[src/inc/hook_regs_pkg.sv]
// Behaviour
// Slot 16 reports ring-side negative transistor current, signed, 195.3 nA per bit.
// Slot 15 reports ring-side positive transistor current, signed, 3.097 uA per bit.
// Slot 19 reports tip-side main transistor current, signed, 3.097 uA per bit.
// Slot 17 reports tip-side negative transistor current, signed, 195.3 nA per bit.
// Slot 14 reports tip-side positive transistor current, signed, 3.097 uA per bit.
// Slot 24 sets the hook debounce interval at 1.25 ms per count.
// Bits 15 to 3 of slot 25 give the hook low-pass filter coefficient.
// Slot 26 sets the hook mask interval at 1.25 us per count.
// Every slot of the bank holds zero after reset.
// Measurements refresh their slots and override software; coefficient bits 2:0 ignored.
`default_nettype none
package hook_regs_pkg;

  // Register indices as printed; byte address is four times the index.
  localparam int NUM_SLOTS = 9;
  localparam int NUM_MEAS  = 5;
  localparam logic [5:0] IDX_TIP_POS   = 6'h0E;
  localparam logic [5:0] IDX_RING_POS  = 6'h0F;
  localparam logic [5:0] IDX_RING_NEG  = 6'h10;
  localparam logic [5:0] IDX_TIP_NEG   = 6'h11;
  localparam logic [5:0] IDX_TIP_MAIN  = 6'h13;
  localparam logic [5:0] IDX_DEBOUNCE  = 6'h18;
  localparam logic [5:0] IDX_FILTER    = 6'h19;
  localparam logic [5:0] IDX_MASK      = 6'h1A;
  localparam logic [5:0] IDX_STATUS    = 6'h1B;

  // Slot order inside the bank; the first five are measurement slots.
  localparam logic [5:0] SLOT_INDEX [NUM_SLOTS] = '{
    IDX_TIP_POS, IDX_RING_POS, IDX_RING_NEG, IDX_TIP_NEG, IDX_TIP_MAIN,
    IDX_DEBOUNCE, IDX_FILTER, IDX_MASK, IDX_STATUS};
  localparam logic [3:0] SLOT_DEBOUNCE = 4'h5;
  localparam logic [3:0] SLOT_FILTER   = 4'h6;
  localparam logic [3:0] SLOT_MASK     = 4'h7;
  localparam logic [3:0] SLOT_STATUS   = 4'h8;

  localparam logic [15:0] REG_RESET   = 16'h0000;
  localparam logic [15:0] FILTER_KEEP = 16'hFFF8;
  localparam int          FILTER_LSB  = 3;
  localparam int          STAT_HOOK   = 0;
  localparam int          STAT_MASKED = 1;
  localparam int          STAT_DEB    = 2;

  // Timing of the interval counters.
  localparam int CLK_PERIOD_NS     = 50;
  localparam int DEB_LSB_NS        = 1250000;
  localparam int MASK_LSB_NS       = 1250;
  localparam int DEB_TICK_CYCLES   = DEB_LSB_NS / CLK_PERIOD_NS;
  localparam int MASK_TICK_CYCLES  = MASK_LSB_NS / CLK_PERIOD_NS;

  localparam logic [1:0] RESP_OKAY   = 2'h0;
  localparam logic [1:0] RESP_SLVERR = 2'h2;

  // Measurement path into the bank; one strobe per measurement slot.
  typedef struct packed {
    logic [NUM_MEAS-1:0]       valid;
    logic [NUM_MEAS-1:0][15:0] value;
  } cur_meas_t;

  // Settings handed to the loop closure detector.
  typedef struct packed {
    logic [15:0] debounce;
    logic [12:0] coeff;
    logic [15:0] mask;
  } hook_cfg_t;

endpackage : hook_regs_pkg
`default_nettype wire

[src/logic/interval_timer.sv]
`default_nettype none
module interval_timer (
  input  wire logic        clk,
  input  wire logic        reset_n,
  input  wire logic        start,
  input  wire logic        abort,
  input  wire logic        tick,
  input  wire logic [15:0] interval,
  output logic             busy,
  output logic             done
);

  logic [15:0] left_r;

  // Loads the interval, counts ticks down and flags the end for one cycle.
  always_ff @(posedge clk or negedge reset_n) begin
    if (!reset_n) begin
      left_r <= 16'h0000;
      busy   <= 1'b0;
      done   <= 1'b0;
    end else begin
      done <= 1'b0;
      if (abort) begin
        busy <= 1'b0;
      end else if (start) begin
        left_r <= interval;
        busy   <= 1'b1;
      end else if (busy && left_r == 16'h0000) begin
        busy <= 1'b0;
        done <= 1'b1;
      end else if (busy && tick) begin
        left_r <= left_r - 16'h0001;
      end
    end
  end

endmodule : interval_timer
`default_nettype wire

[src/logic/hook_regs.sv]
// The AXI4-Lite register port was chosen for this implementation.
`default_nettype none
module hook_regs
  import hook_regs_pkg::*;
#(
  parameter int DEB_TICK = DEB_TICK_CYCLES
) (
  input  wire logic        clk,
  input  wire logic        reset_n,
  // AXI4-Lite slave.
  input  wire logic [7:0]  s_axi_awaddr,
  input  wire logic        s_axi_awvalid,
  output logic             s_axi_awready,
  input  wire logic [31:0] s_axi_wdata,
  input  wire logic [3:0]  s_axi_wstrb,
  input  wire logic        s_axi_wvalid,
  output logic             s_axi_wready,
  output logic [1:0]       s_axi_bresp,
  output logic             s_axi_bvalid,
  input  wire logic        s_axi_bready,
  input  wire logic [7:0]  s_axi_araddr,
  input  wire logic        s_axi_arvalid,
  output logic             s_axi_arready,
  output logic [31:0]      s_axi_rdata,
  output logic [1:0]       s_axi_rresp,
  output logic             s_axi_rvalid,
  input  wire logic        s_axi_rready,
  // Measurement path and detector side.
  input  wire cur_meas_t   meas,
  input  wire logic        hook_raw,
  input  wire logic        mask_start,
  output hook_cfg_t        cfg,
  output logic             hook_state,
  output logic             hook_masked
);

  // Returns the slot number of a byte address, or NUM_SLOTS when unmapped.
  function automatic logic [3:0] slot_of(input logic [7:0] addr);
    logic [3:0] s;
    s = 4'(NUM_SLOTS);
    if (addr[1:0] == 2'b00) begin
      for (int i = 0; i < NUM_SLOTS; i++) begin
        if (addr[7:2] == SLOT_INDEX[i]) begin
          s = 4'(i);
        end
      end
    end
    return s;
  endfunction : slot_of

  logic [15:0] bank_r [NUM_SLOTS-1];
  logic [7:0]  aw_addr_r;
  logic        aw_held_r;
  logic [15:0] w_data_r;
  logic [1:0]  w_strb_r;
  logic        w_held_r;
  logic        do_write;
  logic [3:0]  wr_slot;
  logic [3:0]  rd_slot;
  logic [15:0] wr_merge;
  logic [15:0] status_word;
  logic [15:0] deb_div_r;
  logic [4:0]  mask_div_r;
  logic        deb_tick;
  logic        mask_tick;
  logic        mismatch;
  logic        deb_busy;
  logic        deb_done;
  logic        mask_done;

  // Address and data channels are taken independently and held until the write.
  assign s_axi_awready = !aw_held_r;
  assign s_axi_wready  = !w_held_r;
  assign do_write      = aw_held_r && w_held_r && !s_axi_bvalid;
  assign wr_slot       = slot_of(aw_addr_r);

  // Captures the write address.
  always_ff @(posedge clk or negedge reset_n) begin
    if (!reset_n) begin
      aw_addr_r <= 8'h00;
      aw_held_r <= 1'b0;
    end else if (s_axi_awvalid && s_axi_awready) begin
      aw_addr_r <= s_axi_awaddr;
      aw_held_r <= 1'b1;
    end else if (do_write) begin
      aw_held_r <= 1'b0;
    end
  end

  // Captures the write data and the two byte strobes that reach the register.
  always_ff @(posedge clk or negedge reset_n) begin
    if (!reset_n) begin
      w_data_r <= 16'h0000;
      w_strb_r <= 2'b00;
      w_held_r <= 1'b0;
    end else if (s_axi_wvalid && s_axi_wready) begin
      w_data_r <= s_axi_wdata[15:0];
      w_strb_r <= s_axi_wstrb[1:0];
      w_held_r <= 1'b1;
    end else if (do_write) begin
      w_held_r <= 1'b0;
    end
  end

  // Write response; unmapped or read-only slots answer with an error.
  always_ff @(posedge clk or negedge reset_n) begin
    if (!reset_n) begin
      s_axi_bvalid <= 1'b0;
      s_axi_bresp  <= RESP_OKAY;
    end else if (do_write) begin
      s_axi_bvalid <= 1'b1;
      s_axi_bresp  <= (wr_slot >= SLOT_STATUS) ? RESP_SLVERR : RESP_OKAY;
    end else if (s_axi_bready) begin
      s_axi_bvalid <= 1'b0;
    end
  end

  // Byte lanes merged over the current content of the addressed slot.
  always_comb begin
    wr_merge = 16'h0000;
    if (wr_slot < SLOT_STATUS) begin
      wr_merge = bank_r[wr_slot[2:0]];
    end
    if (w_strb_r[0]) begin
      wr_merge[7:0] = w_data_r[7:0];
    end
    if (w_strb_r[1]) begin
      wr_merge[15:8] = w_data_r[15:8];
    end
  end

  // One storage word per slot except the status slot; measurement strobes take priority over software.
  // Only the measurement slots get a strobe branch, so no strobe is indexed past
  // the width of the measurement path.
  generate
    for (genvar g = 0; g < NUM_SLOTS - 1; g++) begin : g_slot
      if (g < NUM_MEAS) begin : g_meas
        always_ff @(posedge clk or negedge reset_n) begin
          if (!reset_n) begin
            bank_r[g] <= REG_RESET;
          end else if (meas.valid[g]) begin
            bank_r[g] <= meas.value[g];
          end else if (do_write && wr_slot == 4'(g)) begin
            bank_r[g] <= wr_merge;
          end
        end
      end else begin : g_cfg
        always_ff @(posedge clk or negedge reset_n) begin
          if (!reset_n) begin
            bank_r[g] <= REG_RESET;
          end else if (do_write && wr_slot == 4'(g)) begin
            if (4'(g) == SLOT_FILTER) begin
              bank_r[g] <= wr_merge & FILTER_KEEP;
            end else begin
              bank_r[g] <= wr_merge;
            end
          end
        end
      end
    end
  endgenerate

  // Status word shows the detector's own state.
  always_comb begin
    status_word              = 16'h0000;
    status_word[STAT_HOOK]   = hook_state;
    status_word[STAT_MASKED] = hook_masked;
    status_word[STAT_DEB]    = deb_busy;
  end

  assign rd_slot       = slot_of(s_axi_araddr);
  assign s_axi_arready = !s_axi_rvalid;

  // Read channel; the answer is registered one cycle after the address.
  always_ff @(posedge clk or negedge reset_n) begin
    if (!reset_n) begin
      s_axi_rvalid <= 1'b0;
      s_axi_rdata  <= 32'h0000_0000;
      s_axi_rresp  <= RESP_OKAY;
    end else if (s_axi_arvalid && s_axi_arready) begin
      s_axi_rvalid <= 1'b1;
      s_axi_rresp  <= RESP_OKAY;
      if (rd_slot == SLOT_STATUS) begin
        s_axi_rdata <= {16'h0000, status_word};
      end else if (rd_slot < SLOT_STATUS) begin
        s_axi_rdata <= {16'h0000, bank_r[rd_slot[2:0]]};
      end else begin
        s_axi_rdata <= 32'h0000_0000;
        s_axi_rresp <= RESP_SLVERR;
      end
    end else if (s_axi_rready) begin
      s_axi_rvalid <= 1'b0;
    end
  end

  // Settings handed to the detector.
  assign cfg.debounce = bank_r[SLOT_DEBOUNCE[2:0]];
  assign cfg.coeff    = bank_r[SLOT_FILTER[2:0]][15:FILTER_LSB];
  assign cfg.mask     = bank_r[SLOT_MASK[2:0]];

  // Divider giving one enable per debounce count.
  always_ff @(posedge clk or negedge reset_n) begin
    if (!reset_n) begin
      deb_div_r <= 16'h0000;
    end else if (deb_tick) begin
      deb_div_r <= 16'h0000;
    end else begin
      deb_div_r <= deb_div_r + 16'h0001;
    end
  end
  assign deb_tick = (deb_div_r == 16'(DEB_TICK - 1));

  // Divider giving one enable per mask count.
  always_ff @(posedge clk or negedge reset_n) begin
    if (!reset_n) begin
      mask_div_r <= 5'h00;
    end else if (mask_tick) begin
      mask_div_r <= 5'h00;
    end else begin
      mask_div_r <= mask_div_r + 5'h01;
    end
  end
  assign mask_tick = (mask_div_r == 5'(MASK_TICK_CYCLES - 1));

  // Mask window: detector input is ignored while it runs.
  interval_timer u_mask (
    .clk      (clk),
    .reset_n  (reset_n),
    .start    (mask_start),
    .abort    (1'b0),
    .tick     (mask_tick),
    .interval (cfg.mask),
    .busy     (hook_masked),
    .done     (mask_done)
  );

  assign mismatch = (hook_raw != hook_state) && !hook_masked;

  // Debounce window: aborted whenever the raw level falls back, started again on the next change.
  interval_timer u_deb (
    .clk      (clk),
    .reset_n  (reset_n),
    .start    (mismatch && !deb_busy && !deb_done),
    .abort    (!mismatch && deb_busy),
    .tick     (deb_tick),
    .interval (cfg.debounce),
    .busy     (deb_busy),
    .done     (deb_done)
  );

  // Hook state flips only when the change outlasted the debounce window.
  always_ff @(posedge clk or negedge reset_n) begin
    if (!reset_n) begin
      hook_state <= 1'b0;
    end else if (deb_done && mismatch) begin
      hook_state <= hook_raw;
    end
  end

endmodule : hook_regs
`default_nettype wire

[config.mk]
export PLATFORM = sky130hd
export DESIGN_NAME = hook_regs
export DESIGN_NICKNAME = d
export VERILOG_FILES = /design/src/inc/hook_regs_pkg.sv /design/src/logic/interval_timer.sv /design/src/logic/hook_regs.sv
export SDC_FILE = /design/constraint.sdc
export NUM_CORES = 1
export LEC_CHECK = 0
export ABC_AREA = 1
export BUFFER_PORTS_ARGS = -buffer_cell sky130_fd_sc_hd__buf_4
export CORE_MARGIN = 5
export CORE_UTILIZATION = 35
export CTS_CLUSTER_SIZE = 28
export DETAILED_ROUTE_END_ITERATION = 10
export SLEW_MARGIN = 20
export SYNTH_ARGS = -nofsm -noshare
export SYNTH_HDL_FRONTEND = slang
export SYNTH_SLANG_ARGS = --single-unit
[constraint.sdc]
create_clock -name clk -period 2 [get_ports clk]
set_input_delay 0.1 -clock clk [delete_from_list [all_inputs] [get_ports clk]]
set_output_delay 0.1 -clock clk [all_outputs]
set_load 0.02 [all_outputs]
==> flow_summary.yaml, run 1 <==
global_route:
  grt_usage: 0.240
  use_met1: 0.334
  grt_busiest_layer: "met2"
  grt_pass1_wl_um: 85300
  grt_max_degree: 61
  antenna_found_initial: 0
  grt_pass1_vias: 14922
  grt-ovfl-total: 0
  globalRouteMet2Util: 0.384
  grt_use_met3: 0.0428
cts:
  cts_tree: "built"
  cts.sinks: 230
  clockBufferDepth: 3
  clk_latency_ns: 0.57
  numCtsBuffers: 28
  clk_pin_slew_ns: 0.07
  root_buffer: "clkbuf_16"
  h-tree-depth: 1
synthesis:
  yosysSeqAreaShare: 0.399
  yosysMostFrequentCell: "nand2_1"
  avgSynthCellArea_um2: 6.87
  syn_area_um2: 14400
  synth.distinct_cells: 43
  yosys_warnings: 0
  ys_top_cells_by_area: "dfrtp_1 (40%), nand2_1 (17%), nand3_1 (8.9%), inv_1 (7.2%), o21ai_0 (5.0%)"
  ys_ff_latch: 230
  synthTopCellsByCount: "nand2_1 (637), inv_1 (275), nand3_1 (257)"
  synth_ff_type: "dfrtp_1"
  synth_async_sr_flop_share: 1.00
  synth-edff-count: 0
  synthCells: 2098
  synth_top_cell_by_area: "dfrtp_1"
  yosysTopAreaCellShare: 0.399
placement:
  gp_congestion: 0.948
  portBuffers: 197
  hpwlAfterDp_um: 41600
  dp_slack_ns: -0.294
  placed_cell_area_um2: 17200
routing:
  vias_per_cell: 5.11
  vias: 15555
  drt_iter0_drc: 1348
  drc: 0
  wl_um: 56900
  avgRoutedWirePerCell_um: 18.7
  ant_nets: 0
  first_pass_iters: 5
floorplanning:
  io_pins: 234
  die_area_um2: 45300
  core-area_um2: 40700
  die_x_um: 213
  rows: 74
  initial_core_util: 0.354
  die-height_um: 213
pwr:
  pwr-share-clk: 0.260
  combPwrFrac: 0.412
  power.leakage_nw: 10.5
  ir_worst_vdd_mv: 0.835
  pwr_density_cell_nw_per_um2: 938
  sw_frac_of_total: 0.411
  p_sw_w: 0.00802
  p_int_w: 0.0115
  sequentialPowerShare: 0.328
status:
  violations: "negative setup slack"
  status: "finished with violations"
critical_path:
  required_ns: 2.45
  cp-start-kind: "flop"
  crit_arrival_ns: 2.67
  worstSetupEndpointType: "flop"
  path_class: "reg -> reg"
  r2r_slack_ns: -0.22
  critPathMaxFanout: 8
finish:
  area_growth_syn_to_layout_pct: 44.5
  ff_latch_area_um2: 5760
  n_antenna_cell: 0
  nFillCells: 3908
  postLayoutCellArea_um2: 20800
  fin_nets: 2645
  multiInputGateArea_um2: 7930
  drive_gt1_frac: 0.283
timing:
  fin_crit_ns: 2.22
  setup_slack_ns: -0.222
  drv_slew: 0
  finalCritPeriodShare: 1.11
  finalSetupViolCount: 127
  rsz0062_at_grt: "yes"
  fmax_mhz: 450
  finalHoldViolCount: 0
  max-slew-margin-rel: 0.484
  skew_ns: 0.0195
  worst_slew_pin_slew_ns: 0.773
job:
  drv_cap: 0
hold_path:
  min_path_type: "in -> reg"
## worst paths after layout
check,from,end,cells after the start
setup / recovery,aw_addr_r[5],cfg[21],13
hold / removal,meas[82],bank_r[81],5
setup reg to reg,aw_addr_r[5],cfg[21],13
hold reg to reg,deb_div_r[0],deb_div_r[0],1
max in group asynchronous,reset_n,aw_addr_r[3],3
min in group asynchronous,reset_n,s_axi_rdata[0],2
## repair_timing
action,CTS,global route
pin swaps,30,74
gates cloned,2,3
endpoints found under the setup margin,141,155
resized for setup,141,214
hold buffers,118,0
endpoints found under the hold margin,307,0
buffers inserted,9,18
## area by class of cell
class | count | area share
clock buffer | 45 | 0.0411
clock inverter | 3 | 0.00192
multi-input combinational | 1456 | 0.381
tap | 532 | 0.0320
sequential | 230 | 0.277
timing repair buffer | 493 | 0.215
inverter | 285 | 0.0529
## cells in the final DEF (no fill, tap or decap), types with 21 or more instances in the layout
cell and instances:
o21ai_1 38, a21oi_1 50, buf_12 23, nand2_2 52
nand4_1 21, dlygate4sd3_1 118, dfrtp_1 227, o211ai_1 26
clkbuf_16 30, nand3_2 125, nand2_1 583, inv_1 268
o21ai_0 108, nand3_1 134, buf_6 36, nor2_1 134
buf_4 310
## sequential cells by signal, summed over array words and instances (netlist names), 2 cells and up
register       cells
aw_addr_r          8
w_data_r          16
u_deb.left_r      16
bank_r            80
s_axi_rdata       16
deb_div_r         16
w_strb_r           2
mask_div_r         5
cfg               45
u_mask.left_r     16
## cell families after synthesis
kind of cell	after synthesis	synth area share
fa+ha+maj	5	0.00434
xor+xnor	18	0.0109
buf+inv	430	0.134
simple gates	1148	0.347
other cells	1	0.000260
compound gates	260	0.0987
flops	230	0.399
mux	6	0.00469
## power by group through the flow
| stage | registers [W] | clock network (W) | logic [W] |
|---|---|---|---|
| floorplan | 0.00614 | 0 | 0.00407 |
| global placement | 0.00641 | 0 | 0.00647 |
| detailed placement | 0.00642 | 0 | 0.00655 |
| CTS | 0.00635 | 0.00516 | 0.00729 |
| global route | 0.00649 | 0.00532 | 0.00872 |
| finish | 0.00641 | 0.00508 | 0.00804 |
## stage by stage
stage	setup TNS, ns	hold slack (ns)	util	std cells	power, W
final	-18.59	0.0114	0.511	3044	0.0195
after global routing	-35.28	0.0305	0.511	3044	0.0205
after CTS	-11.89	0.00158	0.488	3026	0.0188
after detailed placement	-24.64	0.0995	0.421	2849	0.0130
after global placement	-20.02	0.0962	0.421	2849	0.0129
after floorplan	0	-0.196	-	2115	0.0102
## metal layers
layer,share of wire,routed length [µm],up-vias
li1,-,-,7394
met5,0,0,-
met2,0.46,26100,679
met1,0.43,24300,7368
met3,0.080,4570,114
met4,0.033,1870,0
## worst max-delay path, stage by stage (launching register included)
cell and delay [ns]:
dfrtp_2 0.41, buf_6 0.12, buf_4 0.13, nand4_1 0.10, nand2_2 0.09, inv_2 0.11
nand2_8 0.10, nor2_4 0.22, clkbuf_16 0.20, nand2_2 0.05, nand3b_1 0.15, nand3_4 0.23
nand3_2 0.13, nand2_1 0.06
No activity file was read; power rests on OpenSTA's default activity.
==> inputs of run 2 (changes only) <==
--- a/config.mk
+++ b/config.mk
@@ -5,7 +5,6 @@
 export SDC_FILE = /design/constraint.sdc
 export NUM_CORES = 1
 export LEC_CHECK = 0
-export ABC_AREA = 1
 export BUFFER_PORTS_ARGS = -buffer_cell sky130_fd_sc_hd__buf_4
 export CORE_MARGIN = 5
 export CORE_UTILIZATION = 35
==> run 2 against run 1 <==
Effect of this change:
- the flow still finishes with violations (negative setup slack)
- setup slack worse by 0.24 ns
- via count down 9.4%
- cell count fell by 16%
- count of clock-buffer cells in the layout fell by 12
- non-clock buffer count is 139 higher
- sequential power is 3.6% higher
==> flow_summary.yaml, run 2 <==
pwr:
  ir_worst_vdd_mv: 0.779
  sw_frac_of_total: 0.386
  power.leakage_nw: 9.18
  p_sw_w: 0.00832
  combPwrFrac: 0.459
  p_int_w: 0.0132
  pwr_density_cell_nw_per_um2: 1040
  sequentialPowerShare: 0.308
  pwr-share-clk: 0.232
timing:
  finalHoldViolCount: 0
  setup_slack_ns: -0.464
  max-slew-margin-rel: 0.433
  holdWs_ns: 0.0198
  fin_crit_ns: 2.46
  skew_ns: 0.0196
  worst_slew_pin_slew_ns: 0.841
  finalSetupTns_ns: -46.21
  drv_slew: 0
  finalCritPeriodShare: 1.23
  finalSetupViolCount: 154
  rsz0062_at_grt: "yes"
  fmax_mhz: 406
synthesis:
  synth_ff_type: "dfrtp_1"
  synthTopCellsByCount: "dfrtp_1 (230), nand2_1 (185), nor2_1 (140)"
  synth.distinct_cells: 85
  synth-edff-count: 0
  yosysMostFrequentCell: "dfrtp_1"
  synthCells: 1509
  syn_area_um2: 13500
  yosysTopAreaCellShare: 0.426
  synth_top_cell_by_area: "dfrtp_1"
  yosys_warnings: 0
  synth_async_sr_flop_share: 1.00
  yosysSeqAreaShare: 0.426
  avgSynthCellArea_um2: 8.95
  ys_top_cells_by_area: "dfrtp_1 (43%), nand2_1 (5.1%), buf_4 (3.9%), nor2_1 (3.9%), o21ai_0 (3.9%)"
  ys_ff_latch: 230
routing:
  first_pass_iters: 6
  drt_iter0_drc: 1233
  vias_per_cell: 5.51
  vias: 14097
  avgRoutedWirePerCell_um: 22.0
  wl_um: 56300
  ant_nets: 0
  drc: 0
status:
  violations: "negative setup slack"
  status: "finished with violations"
cts:
  clk_latency_ns: 0.55
  clk_pin_slew_ns: 0.06
  h-tree-depth: 1
  clockBufferDepth: 3
  root_buffer: "clkbuf_16"
  numCtsBuffers: 27
  cts_tree: "built"
  cts.sinks: 230
global_route:
  grt_max_degree: 51
  grt_pass1_wl_um: 85000
  antenna_found_initial: 4
  grt-ovfl-total: 0
  grt_usage: 0.257
  grt_pass1_vias: 14216
critical_path:
  path_class: "reg -> reg"
  crit_arrival_ns: 2.89
  critPathMaxFanout: 8
  required_ns: 2.43
  worstSetupEndpointType: "flop"
  cp-start-kind: "flop"
hold_path:
  min_path_type: "in -> reg"
finish:
  fin_nets: 2175
  final_common_cell: "buf_4"
  largest_reg_flops: 80
  drive_gt1_frac: 0.373
  regMostFlops: "bank_r"
  area_growth_syn_to_layout_pct: 52.9
  fin_util: 0.538
  final_cell_mix: "buf_4 (444), dfrtp_1 (227), nand2_1 (175)"
  nFillCells: 3447
placement:
  dp_slack_ns: -0.541
  portBuffers: 197
  hpwlAfterDp_um: 41600
  gp_congestion: 0.945
floorplanning:
  initial_core_util: 0.352
  rows: 72
  core-area_um2: 38400
  die_x_um: 206
  die-height_um: 206
  die_area_um2: 42600
  io_pins: 234
job:
  drv_cap: 0
-- run 2: logic make-up (layout without fill, tap and decap cells) --
kind of cell,count (synthesis),after routing,synth area share
multiplexers,56,56,0.0442
other,1,19,0.000278
flip-flops,230,230,0.426
AO/OA/AOI/OAI,432,432,0.219
XOR/XNOR,41,41,0.0266
adder cells (fa/ha/maj),5,5,0.00463
buffers and inverters,187,701,0.0740
AND/OR/NAND/NOR,557,557,0.205
-- run 2: final timing paths --
kind                               start        endpoint  slack (ns)  depth (start not counted)
max                         aw_addr_r[7]      bank_r[62]       -0.46                          9
min                             meas[82]      bank_r[84]        0.02                          3
max reg2reg                 aw_addr_r[7]      bank_r[62]       -0.46                          9
min reg2reg                mask_div_r[0]   mask_div_r[0]        0.49                          1
max in group asynchronous        reset_n  s_axi_rdata[2]        1.17                          3
min in group asynchronous        reset_n     bank_r[122]        0.05                          2
-- run 2: layout make-up --
cell class	count	area, µm²	area share
well taps	518	648	0.0314
multi-input cells	1109	7760	0.376
flip-flops and latches	230	5760	0.279
clock inverters	12	144	0.00697
inverters	24	90.1	0.00436
repair buffers	632	5500	0.267
diodes	1	2.50	0.000121
clock buffers	33	738	0.0358
-- run 2: what timing repair did --
action                                  CTS  global route
gates cloned                              4             2
hold buffers                            120             0
endpoints found under the setup margin  158           158
pin swaps                                64            44
hold endpoints to repair                357             0
setup buffers                            35            15
resized for setup                       147            58
-- run 2: through the flow --
step	power (W)	std cells	cell area [µm²]
after detailed placement	0.0149	2339	17300
after global placement	0.0148	2339	17300
final	0.0216	2559	20600
after global routing	0.0225	2559	20600
after floorplan	0.0111	1526	14000
after CTS	0.0211	2543	20300
-- run 2: layer usage --
layer  GRT usage  vias to the layer above  share of wire
li1            -                     6425              -
met1       0.340                     6898           0.40
met2       0.429                      621           0.48
met3      0.0403                      149          0.075
met4      0.0870                        4          0.043
met5           0                        -        0.00059
-- run 2: critical path, stage by stage (launching register included) --
cell and delay [ns]:
dfrtp_1 0.41, or3b_4 0.48, buf_4 0.17, o221a_4 0.31, buf_4 0.16, o31ai_1 0.06
o41a_1 0.23, buf_6 0.15, o31a_1 0.27, o21ai_1 0.09
-- run 2: power groups by stage --
stage	clock network, W	registers, W	logic (W)
after global placement	0	0.00662	0.00819
after CTS	0.00507	0.00658	0.00946
after floorplan	0	0.00624	0.00490
after detailed placement	0	0.00663	0.00831
final	0.00501	0.00664	0.00990
after global routing	0.00526	0.00671	0.0105
